## config.mk

```make
export PLATFORM = sky130hd
export DESIGN_NAME = hts_top
export DESIGN_NICKNAME = d
export VERILOG_FILES = /design/src/hts_pkg.sv /design/src/hts_skid2.sv /design/src/hts_beat_gen.sv /design/src/hts_top.sv
export SDC_FILE = /design/constraint.sdc
export NUM_CORES = 1
export LEC_CHECK = 0
export BUFFER_PORTS_ARGS = -buffer_cell sky130_fd_sc_hd__buf_2
export CORE_AREA = 2 2 188 283
export CTS_BUF_LIST = sky130_fd_sc_hd__clkbuf_16
export DETAILED_ROUTE_END_ITERATION = 7
export DIE_AREA = 0 0 190 285
export PLACE_DENSITY = 0.85
export SLEW_MARGIN = 20
export SYNTH_ARGS = -nofsm -noshare
export SYNTH_HDL_FRONTEND = slang
export SYNTH_SLANG_ARGS = --single-unit
```

## constraint.sdc

```tcl
create_clock -name i_clk_sys -period 5.46 [get_ports i_clk_sys]
set_input_delay 1.092 -clock i_clk_sys [delete_from_list [all_inputs] [get_ports i_clk_sys]]
set_output_delay 1.092 -clock i_clk_sys [all_outputs]
set_load 0.1 [all_outputs]
```

## src/hts_pkg.sv

```systemverilog
// shared constants and types for the host-to-card stream ports
package hts_pkg;

    // ----------------------------------------------------------------
    // widths and rates
    // ----------------------------------------------------------------
    localparam int DATA_W      = 64;
    localparam int BYTES       = DATA_W / 8;
    localparam int CSR_W       = 32;
    localparam int ADDR_W      = 8;
    localparam int NCH         = 4;
    localparam int CH_W        = 2;
    localparam int LEN_W       = 16;
    localparam int CLK_MHZ     = 100;
    localparam int MAX_MHZ     = 250;
    localparam int RST_SYNC_N  = 2;

    // ----------------------------------------------------------------
    // register offsets
    // ----------------------------------------------------------------
    localparam logic [ADDR_W-1:0] OFS_CTRL = 8'h00;
    localparam logic [ADDR_W-1:0] OFS_STAT = 8'h04;
    localparam logic [ADDR_W-1:0] OFS_DESC = 8'h08;
    localparam logic [ADDR_W-1:0] OFS_SEED = 8'h0C;
    localparam logic [ADDR_W-1:0] OFS_DONE = 8'h10;

    // ----------------------------------------------------------------
    // field positions and reset values
    // ----------------------------------------------------------------
    localparam int CTRL_CH_EN_LSB = 0;
    localparam int CTRL_PAR_BIT   = 4;
    localparam int DESC_LEN_LSB   = 0;
    localparam int DESC_CH_LSB    = 16;
    localparam int DESC_EOP_BIT   = 18;
    localparam int STAT_LINK_BIT  = 0;
    localparam int STAT_MSI_BIT   = 1;
    localparam int STAT_MSIW_LSB  = 2;
    localparam int STAT_BUSY_BIT  = 5;
    localparam int STAT_VLD_LSB   = 8;
    localparam logic [4:0] CTRL_RST = 5'h0F;
    localparam logic [7:0] SEED_RST = 8'h00;

    typedef struct packed {
        logic [DATA_W-1:0] data;
        logic [BYTES-1:0]  keep;
        logic [BYTES-1:0]  user;
        logic              last;
    } hts_beat_s;

    typedef struct packed {
        logic [LEN_W-1:0] len;
        logic [CH_W-1:0]  ch;
        logic             eop;
    } hts_desc_s;

    typedef enum logic [0:0] {
        GEN_IDLE = 1'b0,
        GEN_RUN  = 1'b1
    } hts_gen_e;

endpackage

```

## src/hts_skid2.sv

```systemverilog
// two-entry stream buffer with valid/ready on both sides
`timescale 1ns/1ns
module hts_skid2 import hts_pkg::*; (
    input  wire logic      i_clk_sys,
    input  wire logic      i_reset,
    input  wire logic      i_clear,
    input  wire logic      i_in_valid,
    output logic           o_in_ready,
    input  wire hts_beat_s i_in_beat,
    output logic           o_out_valid,
    input  wire logic      i_out_ready,
    output hts_beat_s      o_out_beat
);
    hts_beat_s  mem_q [2];
    logic       wr_q;
    logic       rd_q;
    logic [1:0] cnt_q;
    wire        push = i_in_valid && o_in_ready;
    wire        pop  = o_out_valid && i_out_ready;

    assign o_in_ready  = (cnt_q != 2'h2);
    assign o_out_valid = (cnt_q != 2'h0);
    assign o_out_beat  = mem_q[rd_q];

    always_ff @(posedge i_clk_sys or posedge i_reset) begin
        if (i_reset) begin
            wr_q  <= 1'b0;
            rd_q  <= 1'b0;
            cnt_q <= 2'h0;
        end else if (i_clear) begin
            wr_q  <= 1'b0;
            rd_q  <= 1'b0;
            cnt_q <= 2'h0;
        end else begin
            wr_q  <= wr_q ^ push;
            rd_q  <= rd_q ^ pop;
            cnt_q <= cnt_q + {1'b0, push} - {1'b0, pop};
        end
    end

    always_ff @(posedge i_clk_sys) begin
        if (push) begin
            mem_q[wr_q] <= i_in_beat;
        end
    end

    buf_count_a: assert property (@(posedge i_clk_sys) disable iff (i_reset)
        cnt_q <= 2'h2) else $error("buffer count out of range");
endmodule

```

## src/hts_beat_gen.sv

```systemverilog
// forms stream beats for one descriptor at a time
`timescale 1ns/1ns
module hts_beat_gen import hts_pkg::*; (
    input  wire logic       i_clk_sys,
    input  wire logic       i_reset,
    input  wire logic       i_clear,
    input  wire logic       i_start,
    input  wire hts_desc_s  i_desc,
    input  wire logic [7:0] i_seed,
    input  wire logic       i_parity_en,
    input  wire logic       i_ready,
    output logic            o_valid,
    output hts_beat_s       o_beat,
    output logic [CH_W-1:0] o_ch,
    output logic            o_busy,
    output logic            o_done
);
    hts_gen_e         state_q;
    logic [LEN_W-1:0] rem_q;
    logic [7:0]       cnt_q;
    logic             eop_q;
    logic [CH_W-1:0]  ch_q;
    wire              fire  = o_valid && i_ready;
    wire              final_beat = (rem_q <= LEN_W'(BYTES));

    assign o_valid = (state_q == GEN_RUN);
    assign o_busy  = (state_q == GEN_RUN);
    assign o_ch    = ch_q;
    assign o_done  = fire && final_beat;
    // packing stops at the descriptor end; the next one starts a fresh beat
    assign o_beat.last = final_beat && eop_q;

    for (genvar b = 0; b < BYTES; b++) begin : g_byte
        assign o_beat.data[8*b +: 8] = cnt_q + 8'(b);
        assign o_beat.keep[b] = (rem_q > LEN_W'(b));
        assign o_beat.user[b] = i_parity_en && ^(cnt_q + 8'(b));
    end

    always_ff @(posedge i_clk_sys or posedge i_reset) begin
        if (i_reset) begin
            state_q <= GEN_IDLE;
            rem_q   <= '0;
            cnt_q   <= 8'h00;
            eop_q   <= 1'b0;
            ch_q    <= '0;
        end else if (i_clear) begin
            state_q <= GEN_IDLE;
        end else begin
            case (state_q)
                GEN_IDLE: begin
                    if (i_start) begin
                        state_q <= GEN_RUN;
                        rem_q   <= i_desc.len;
                        cnt_q   <= i_seed;
                        eop_q   <= i_desc.eop;
                        ch_q    <= i_desc.ch;
                    end
                end
                GEN_RUN: begin
                    if (fire && final_beat) begin
                        state_q <= GEN_IDLE;
                    end else if (fire) begin
                        rem_q <= rem_q - LEN_W'(BYTES);
                        cnt_q <= cnt_q + 8'(BYTES);
                    end
                end
                default: state_q <= GEN_IDLE;
            endcase
        end
    end

    keep_full_a: assert property (@(posedge i_clk_sys) disable iff (i_reset)
        o_valid && !final_beat |-> (o_beat.keep == {BYTES{1'b1}}))
        else $error("partial keep before final beat");
    last_eop_a: assert property (@(posedge i_clk_sys) disable iff (i_reset)
        o_valid && o_beat.last |-> eop_q && final_beat)
        else $error("last without end of descriptor packet");
endmodule

```

## src/hts_top.sv

```systemverilog
// host-to-card stream ports with status outputs and register port
// ----------------------------------------------------------------
// Operation
// - datapath width is 64, 128, 256 or 512
// - control register port is 32 bits wide
// - datapath clock no faster than 250 MHz
// - user clock output derived from link clock
// - active-low user reset synchronous to user clock
// - link-up output high while core linked
// - msi enable output high when enabled
// - 3-bit output gives allocated msi vector count
// - four independent stream channels, zero to three; one shared beat generator feeds them, so a stalled channel blocks the rest
// - beat moves only when valid and ready
// - valid held while ready stays low
// - valid high whenever payload is valid
// - last marks final beat of packet
// - parity sideband only in parity mode
// - keep all ones except short final beat
// - never pack bytes across descriptors
// - last only on final beat with flag
// ----------------------------------------------------------------
`timescale 1ns/1ns
module hts_top import hts_pkg::*; (
    input  wire logic                          i_clk_sys,
    input  wire logic                          i_reset,
    input  wire logic                          i_host_reset_n,
    input  wire logic                          i_core_link_up,
    input  wire logic                          i_core_msi_enable,
    input  wire logic [2:0]                    i_core_msi_width,
    input  wire logic [ADDR_W-1:0]             i_reg_addr,
    input  wire logic [CSR_W-1:0]              i_reg_wdata,
    input  wire logic                          i_reg_write,
    input  wire logic                          i_reg_read,
    output logic      [CSR_W-1:0]              o_reg_rdata,
    output logic                               o_user_clk,
    output logic                               o_user_reset_n,
    output logic                               o_link_up,
    output logic                               o_msi_enable,
    output logic      [2:0]                    o_msi_width,
    input  wire logic [NCH-1:0]                i_downstream_sink_ready,
    output logic      [NCH-1:0]                o_downstream_payload_valid,
    output logic      [NCH-1:0][DATA_W-1:0]    o_downstream_payload,
    output logic      [NCH-1:0][BYTES-1:0]     o_downstream_keep,
    output logic      [NCH-1:0]                o_downstream_packet_last,
    output logic      [NCH-1:0][BYTES-1:0]     o_downstream_parity_sideband
);
    // ----------------------------------------------------------------
    // clock and user reset
    // ----------------------------------------------------------------
    logic [RST_SYNC_N-1:0] rst_sync_q;
    logic                  user_rst;

    assign o_user_clk = i_clk_sys;

    // host reset is taken as synchronous; asserts in one edge, releases after two
    always_ff @(posedge i_clk_sys or posedge i_reset) begin
        if (i_reset) begin
            rst_sync_q <= '0;
        end else begin
            rst_sync_q <= {rst_sync_q[0], i_host_reset_n} & {RST_SYNC_N{i_host_reset_n}};
        end
    end

    assign o_user_reset_n = rst_sync_q[RST_SYNC_N-1];
    assign user_rst       = !o_user_reset_n;

    // ----------------------------------------------------------------
    // status from the link core
    // ----------------------------------------------------------------
    logic       link_q;
    logic       msi_en_q;
    logic [2:0] msi_w_q;

    always_ff @(posedge i_clk_sys or posedge i_reset) begin
        if (i_reset) begin
            link_q   <= 1'b0;
            msi_en_q <= 1'b0;
            msi_w_q  <= 3'h0;
        end else begin
            link_q   <= i_core_link_up;
            msi_en_q <= i_core_msi_enable;
            msi_w_q  <= i_core_msi_width;
        end
    end

    assign o_link_up    = link_q;
    assign o_msi_enable = msi_en_q;
    assign o_msi_width  = msi_w_q;

    // ----------------------------------------------------------------
    // register port
    // ----------------------------------------------------------------
    logic [4:0]       ctrl_q;
    logic [7:0]       seed_q;
    logic [CSR_W-1:0] done_q;
    logic [CSR_W-1:0] rdata_q;
    logic             gen_busy;
    logic             gen_done;
    hts_desc_s        desc_in;

    wire              hit_ctrl = (i_reg_addr == OFS_CTRL);
    wire              hit_stat = (i_reg_addr == OFS_STAT);
    wire              hit_desc = (i_reg_addr == OFS_DESC);
    wire              hit_seed = (i_reg_addr == OFS_SEED);
    wire              hit_done = (i_reg_addr == OFS_DONE);
    wire [NCH-1:0]    ch_en    = ctrl_q[CTRL_CH_EN_LSB +: NCH];
    wire              par_en   = ctrl_q[CTRL_PAR_BIT];

    assign desc_in.len = i_reg_wdata[DESC_LEN_LSB +: LEN_W];
    assign desc_in.ch  = i_reg_wdata[DESC_CH_LSB +: CH_W];
    assign desc_in.eop = i_reg_wdata[DESC_EOP_BIT];

    // a descriptor written while busy, zero-length or before reset release is dropped
    wire desc_start = i_reg_write && hit_desc && !gen_busy && !user_rst
                      && (desc_in.len != '0);

    wire [CSR_W-1:0] stat_word =
        (CSR_W'(link_q) << STAT_LINK_BIT)
        | (CSR_W'(msi_en_q) << STAT_MSI_BIT)
        | (CSR_W'(msi_w_q) << STAT_MSIW_LSB)
        | (CSR_W'(gen_busy) << STAT_BUSY_BIT)
        | (CSR_W'(o_downstream_payload_valid) << STAT_VLD_LSB);

    // unmapped offsets read as zero; narrow registers sit in the low bits
    wire [CSR_W-1:0] rd_mux =
        hit_ctrl ? CSR_W'(ctrl_q) :
        hit_stat ? stat_word :
        hit_seed ? CSR_W'(seed_q) :
        hit_done ? done_q : '0;

    always_ff @(posedge i_clk_sys or posedge i_reset) begin
        if (i_reset) begin
            ctrl_q <= CTRL_RST;
            seed_q <= SEED_RST;
        end else if (i_reg_write) begin
            ctrl_q <= hit_ctrl ? i_reg_wdata[4:0] : ctrl_q;
            seed_q <= hit_seed ? i_reg_wdata[7:0] : seed_q;
        end
    end

    // completed-descriptor count; a software write clears it, a completion in the same cycle leaves it at one
    always_ff @(posedge i_clk_sys or posedge i_reset) begin
        if (i_reset) begin
            done_q <= '0;
        end else if (gen_done) begin
            done_q <= (i_reg_write && hit_done) ? CSR_W'(1) : done_q + CSR_W'(1);
        end else if (i_reg_write && hit_done) begin
            done_q <= '0;
        end
    end

    always_ff @(posedge i_clk_sys or posedge i_reset) begin
        if (i_reset) begin
            rdata_q <= '0;
        end else begin
            rdata_q <= i_reg_read ? rd_mux : '0;
        end
    end

    assign o_reg_rdata = rdata_q;

    // ----------------------------------------------------------------
    // beat generator
    // ----------------------------------------------------------------
    logic            gen_valid;
    logic            gen_ready;
    hts_beat_s       gen_beat;
    logic [CH_W-1:0] gen_ch;
    logic [NCH-1:0]  buf_in_ready;

    // a disabled channel stalls the generator rather than dropping data
    assign gen_ready = buf_in_ready[gen_ch] && ch_en[gen_ch];

    hts_beat_gen u_gen (
        .i_clk_sys   (i_clk_sys),
        .i_reset     (i_reset),
        .i_clear     (user_rst),
        .i_start     (desc_start),
        .i_desc      (desc_in),
        .i_seed      (seed_q),
        .i_parity_en (par_en),
        .i_ready     (gen_ready),
        .o_valid     (gen_valid),
        .o_beat      (gen_beat),
        .o_ch        (gen_ch),
        .o_busy      (gen_busy),
        .o_done      (gen_done)
    );

    // ----------------------------------------------------------------
    // per-channel output buffers
    // ----------------------------------------------------------------
    for (genvar c = 0; c < NCH; c++) begin : g_ch
        hts_beat_s out_beat;
        wire       in_valid = gen_valid && (gen_ch == CH_W'(c)) && ch_en[c];

        hts_skid2 u_buf (
            .i_clk_sys   (i_clk_sys),
            .i_reset     (i_reset),
            .i_clear     (user_rst),
            .i_in_valid  (in_valid),
            .o_in_ready  (buf_in_ready[c]),
            .i_in_beat   (gen_beat),
            .o_out_valid (o_downstream_payload_valid[c]),
            .i_out_ready (i_downstream_sink_ready[c]),
            .o_out_beat  (out_beat)
        );

        assign o_downstream_payload[c]         = out_beat.data;
        assign o_downstream_keep[c]            = out_beat.keep;
        assign o_downstream_packet_last[c]     = out_beat.last;
        assign o_downstream_parity_sideband[c] = out_beat.user;

        valid_hold_a: assert property (@(posedge i_clk_sys)
            disable iff (i_reset || user_rst)
            o_downstream_payload_valid[c] && !i_downstream_sink_ready[c]
            |=> o_downstream_payload_valid[c] && $stable(o_downstream_payload[c])
                && $stable(o_downstream_packet_last[c]))
            else $error("valid or payload changed while stalled");
        keep_packed_a: assert property (@(posedge i_clk_sys)
            disable iff (i_reset || user_rst)
            o_downstream_payload_valid[c]
            |-> ((o_downstream_keep[c] + BYTES'(1)) & o_downstream_keep[c]) == '0
                && o_downstream_keep[c] != '0)
            else $error("keep not packed to low bytes");
    end

    // ----------------------------------------------------------------
    // checks
    // ----------------------------------------------------------------
    width_ok_a: assert property (@(posedge i_clk_sys)
        DATA_W == 64 || DATA_W == 128 || DATA_W == 256 || DATA_W == 512)
        else $error("unsupported datapath width");
    clk_rate_a: assert property (@(posedge i_clk_sys)
        CLK_MHZ <= MAX_MHZ) else $error("datapath clock too fast");
    user_reset_a: assert property (@(posedge i_clk_sys) disable iff (i_reset)
        !i_host_reset_n |=> !o_user_reset_n)
        else $error("user reset not asserted after host reset");
    reset_release_a: assert property (@(posedge i_clk_sys) disable iff (i_reset)
        $rose(o_user_reset_n) |-> $past(i_host_reset_n, 2) && $past(i_host_reset_n))
        else $error("user reset released too early");
    link_follow_a: assert property (@(posedge i_clk_sys) disable iff (i_reset)
        ##1 o_link_up == $past(i_core_link_up)) else $error("link-up mismatch");
    msi_follow_a: assert property (@(posedge i_clk_sys) disable iff (i_reset)
        ##1 (o_msi_enable == $past(i_core_msi_enable)
             && o_msi_width == $past(i_core_msi_width)))
        else $error("msi status mismatch");
    parity_off_a: assert property (@(posedge i_clk_sys) disable iff (i_reset)
        gen_valid && !par_en |-> gen_beat.user == '0)
        else $error("parity sideband driven outside parity mode");
    beat_move_a: assert property (@(posedge i_clk_sys)
        disable iff (i_reset || user_rst)
        gen_valid && !gen_ready |=> gen_valid && $stable(gen_ch))
        else $error("generator beat lost under stall");
    read_data_a: assert property (@(posedge i_clk_sys) disable iff (i_reset)
        !i_reg_read |=> o_reg_rdata == '0)
        else $error("read data outside read answer cycle");

    stall_c: cover property (@(posedge i_clk_sys) disable iff (i_reset)
        o_downstream_payload_valid[0] && !i_downstream_sink_ready[0] ##1
        o_downstream_payload_valid[0] && i_downstream_sink_ready[0]);
    last_c: cover property (@(posedge i_clk_sys) disable iff (i_reset)
        o_downstream_payload_valid[3] && o_downstream_packet_last[3]
        && o_downstream_keep[3] != '1);
    parity_c: cover property (@(posedge i_clk_sys) disable iff (i_reset)
        o_downstream_payload_valid[1] && o_downstream_parity_sideband[1] != '0);
endmodule

```

==> parameters.txt <==
Parameter                              Value

Status
  Status    finished, final reports clean

Global route
  Wire length of the first global-routing pass    about 100000 um
  Antenna violations before repair    2
  Number of global-route vias before repair    16700
  Total gr overflow    0
  Overall global routing resource usage    26.1%
  Largest net degree at the start of global routing    63

Setup path
  Slack of the worst reg-to-reg path    1230 ps
  Cell depth of the worst flop-to-flop path    8
  Number of gates on the worst path with buffers counted    3
  Critical path launch point    i_clk_sys
  Arrival time of data at the critical path endpoint    3260 ps
  Maximum net fanout on the critical path    2
  R2r startpoint    u_gen.cnt_q[1]
  Worst Path Class, Setup    clock port to output port
  Cell family contributing the most delay on the critical path    buffers and inverters
  Cell occurring most often along the worst timing path    sky130_fd_sc_hd__clkbuf_16
  Crit start category    clock port
  Number of buffer and inverter instances along the worst setup path    3
  Timing endpoint of the critical path    o_user_clk
  Data required time at the worst endpoint    4370 ps
  Highest-delay cell along the critical path    sky130_fd_sc_hd__buf_2
  Worst-path cell chain    clkbuf_16, clkbuf_16, buf_2
  Kind of end point of the critical path    output port
  Longest individual stage delay on the worst path    280 ps
  End of the worst register-to-register path    g_ch[3].u_buf.mem_q[1][8]

Timing
  Max-slew headroom at the worst pin    27.0%
  Fin. Hold Viols    0
  Final number of max-transition violations    0
  Pin slew with the least headroom to its limit    1090 ps
  Post-route clock skew    37.6 ps
  Unrepaired setup endpoints after global routing    false
  Final sum of negative setup slack    0 ps
  Final setup violating endpoints    0

Yosys
  Post-synthesis async set-or-reset flop share    18.4%
  Compound-cell area share of the yosys netlist    2.01%
  Share of cell area taken by muxes after synthesis    12.3%
  Mean post-synth cell area    16.4 um2
  Post-synth top area share    60.5%
  Most used DFF post-synth    sky130_fd_sc_hd__edfxtp_1
  Number of synthesized flops with an enable pin    around 570
  Synth Area in Adders    1.33%
  Most numerous cell in the Yosys netlist    sky130_fd_sc_hd__edfxtp_1
  Sequential-to-total area share from yosys stat    71.9%
  Most frequent cells after synthesis    568 x sky130_fd_sc_hd__edfxtp_1, 299 x sky130_fd_sc_hd__mux2_2, 124 x sky130_fd_sc_hd__dfrtp_1
  Main combinational cell family by area after synthesis    multiplexers
  Yosys Warn Count    0
  Cell types with the largest area share after synthesis    sky130_fd_sc_hd__edfxtp_1 61%, sky130_fd_sc_hd__mux2_2 12%, sky130_fd_sc_hd__dfrtp_1 11%
  Post-synthesis xor/xnor area fraction    3.72%
  Number of nets in the synthesized netlist    approximately 1800
  Post-Syn Instances    1718
  Post-synthesis cell type count    60
  Synthesized flop and latch total    696
  Combined area of all synthesized cells    around 0.028 mm2
  Cell type contributing the most total cell area after synthesis    sky130_fd_sc_hd__edfxtp_1
  Fraction of the mapped netlist area in simple logic gates    6.02%

Placement
  Detailed-placement wirelength estimate    46200 um
  Final estimated routing congestion in global placement    0.895
  Port Buffers    407

Drt
  Wire per inst    25.1 um
  Final routed DRC violation total    0
  Residual antenna-violating net count after detailed routing    0
  Total Wirelength    71100 um
  DR vias    16400
  Routed vias/inst    ~5.8
  Detailed-routing iteration count for the pre-antenna-repair pass    5
  DRC violation total after the first TritonRoute iteration    1318

Clock network
  Clock-pin transition on the worst setup and hold timing paths    roughly 70 ps
  Number of hold-repair buffers added at the cts stage    0
  Clock tree from TritonCTS    built
  PostCTS Resize Cnt    0
  Post-CTS Setup Inserts    0
  Skew-Pair Late Insertion Delay    730 ps

Die
  Die extent in y    285 um
  Standard cell core area    a little over 0.05 mm2
  Initial Utilization    54.3%
  Die area    between 0.05 and 0.06 mm2
  I/O pin total    approximately 420
  Die width    190 um
  Rows    103

Power
  IR Drop Worst-Case VDD    680 uV
  Total leakage power    12.3 nW
  Power density cells    318 mW/mm2

Final layout
  Share of the core filled with cells    63.3%
  Layout-stage area growth over the synthesis result    16.7%
  Antenna diode count    0
  Number of nets in the layout    2191
  Layout cells sized above 1    just over 40%

Run
  Maximum Capacitance Violations    0

Min path
  Path class of the lowest-slack min-delay path    input port to asynchronous set/reset pin
## cell usage in the layout (no fill, tap or decap), types with 26 or more instances in the layout
cell | synthesis | final
sky130_fd_sc_hd__xor2_1 | 26 | 26
sky130_fd_sc_hd__buf_2 | 0 | 407
sky130_fd_sc_hd__dfrtp_1 | 124 | 120
sky130_fd_sc_hd__mux2_2 | 299 | 299
sky130_fd_sc_hd__clkbuf_16 | 0 | 62
sky130_fd_sc_hd__buf_4 | 45 | 35
sky130_fd_sc_hd__and2_1 | 31 | 31
sky130_fd_sc_hd__nor2_1 | 75 | 75
sky130_fd_sc_hd__inv_1 | 38 | 47
sky130_fd_sc_hd__nand2_1 | 72 | 72
sky130_fd_sc_hd__xnor2_1 | 78 | 78
sky130_fd_sc_hd__nor3_1 | 28 | 28
sky130_fd_sc_hd__edfxtp_1 | 568 | 568
## state kept, by name (all words and copies together), names as in the netlist, 2 cells and up
name              flops
seed_q                8
o_msi_width           3
u_gen.rem_q          16
g_ch.u_buf.mem_q    568
g_ch.u_buf.rd_q       4
o_reg_rdata          32
g_ch.u_buf.wr_q       4
rst_sync_q            2
u_gen.cnt_q           8
done_q               32
g_ch.u_buf.cnt_q      8
u_gen.o_ch            2
ctrl_q                5
## through the flow
step	area, um2	worst slack [ps]	instances	hold WS, ps	power [mW]
floorplan	28200	962	1718	430	6.09
global placement	30800	1370	2725	443	6.17
detailed placement	30800	1320	2725	460	6.18
CTS	32900	1100	2839	410	10.5
global route	32900	932	2839	436	10.7
finish	32900	1100	2839	415	10.5
## where the power goes
part	total, mW	internal (mW)	switching [mW]
Sequential	5.76	5.72	0.0386
Clock	4.45	2.47	1.99
Combinational	0.239	0.0817	0.158
## logic make-up after synthesis
group / count (synthesis)
compound gates: 85
xor+xnor: 110
fa+ha+maj: 30
buf+inv: 155
flops: 696
mux: 309
simple gates: 333
## layer usage
layer  up-vias  GRT usage, %  share of wire, %
met4         4          14.5               6.1
met1      8303          29.6                35
li1       7102             -                 -
met2       791          47.6                53
met5         -             0             0.038
met3       183          3.26               5.9
## worst reg2reg max path, stage by stage, from the launching register on
cell and delay (ps):
sky130_fd_sc_hd__dfrtp_1 560, sky130_fd_sc_hd__inv_1 420, sky130_fd_sc_hd__ha_1 340, sky130_fd_sc_hd__a21boi_0 480
sky130_fd_sc_hd__nor2_1 110, sky130_fd_sc_hd__xor2_1 680, sky130_fd_sc_hd__xnor3_1 460, sky130_fd_sc_hd__or2_2 280
sky130_fd_sc_hd__mux2i_1 580
## worst min-delay path by stage
stage                  start  cells past startpoint       endpoint
3_5_place_dp   rst_sync_q[0]                      1  rst_sync_q[1]
5_1_grt              i_reset                      2     done_q[14]
3_3_place_gp   rst_sync_q[0]                      1  rst_sync_q[1]
2_1_floorplan    u_gen.eop_q                      2    u_gen.eop_q
6_report             i_reset                      2     done_q[14]
4_1_cts              i_reset                      2     done_q[14]
## area by class of cell
cell class | count | area [um2]
fill | 3576 | 19000
clock buffer | 63 | 1560
tap | 682 | 853
clock inverter | 52 | 508
inverter | 38 | 145
timing repair buffer | 441 | 2290
multi-input combinational | 867 | 7250
sequential | 696 | 20300
No activity file was read; power rests on OpenSTA's default activity.
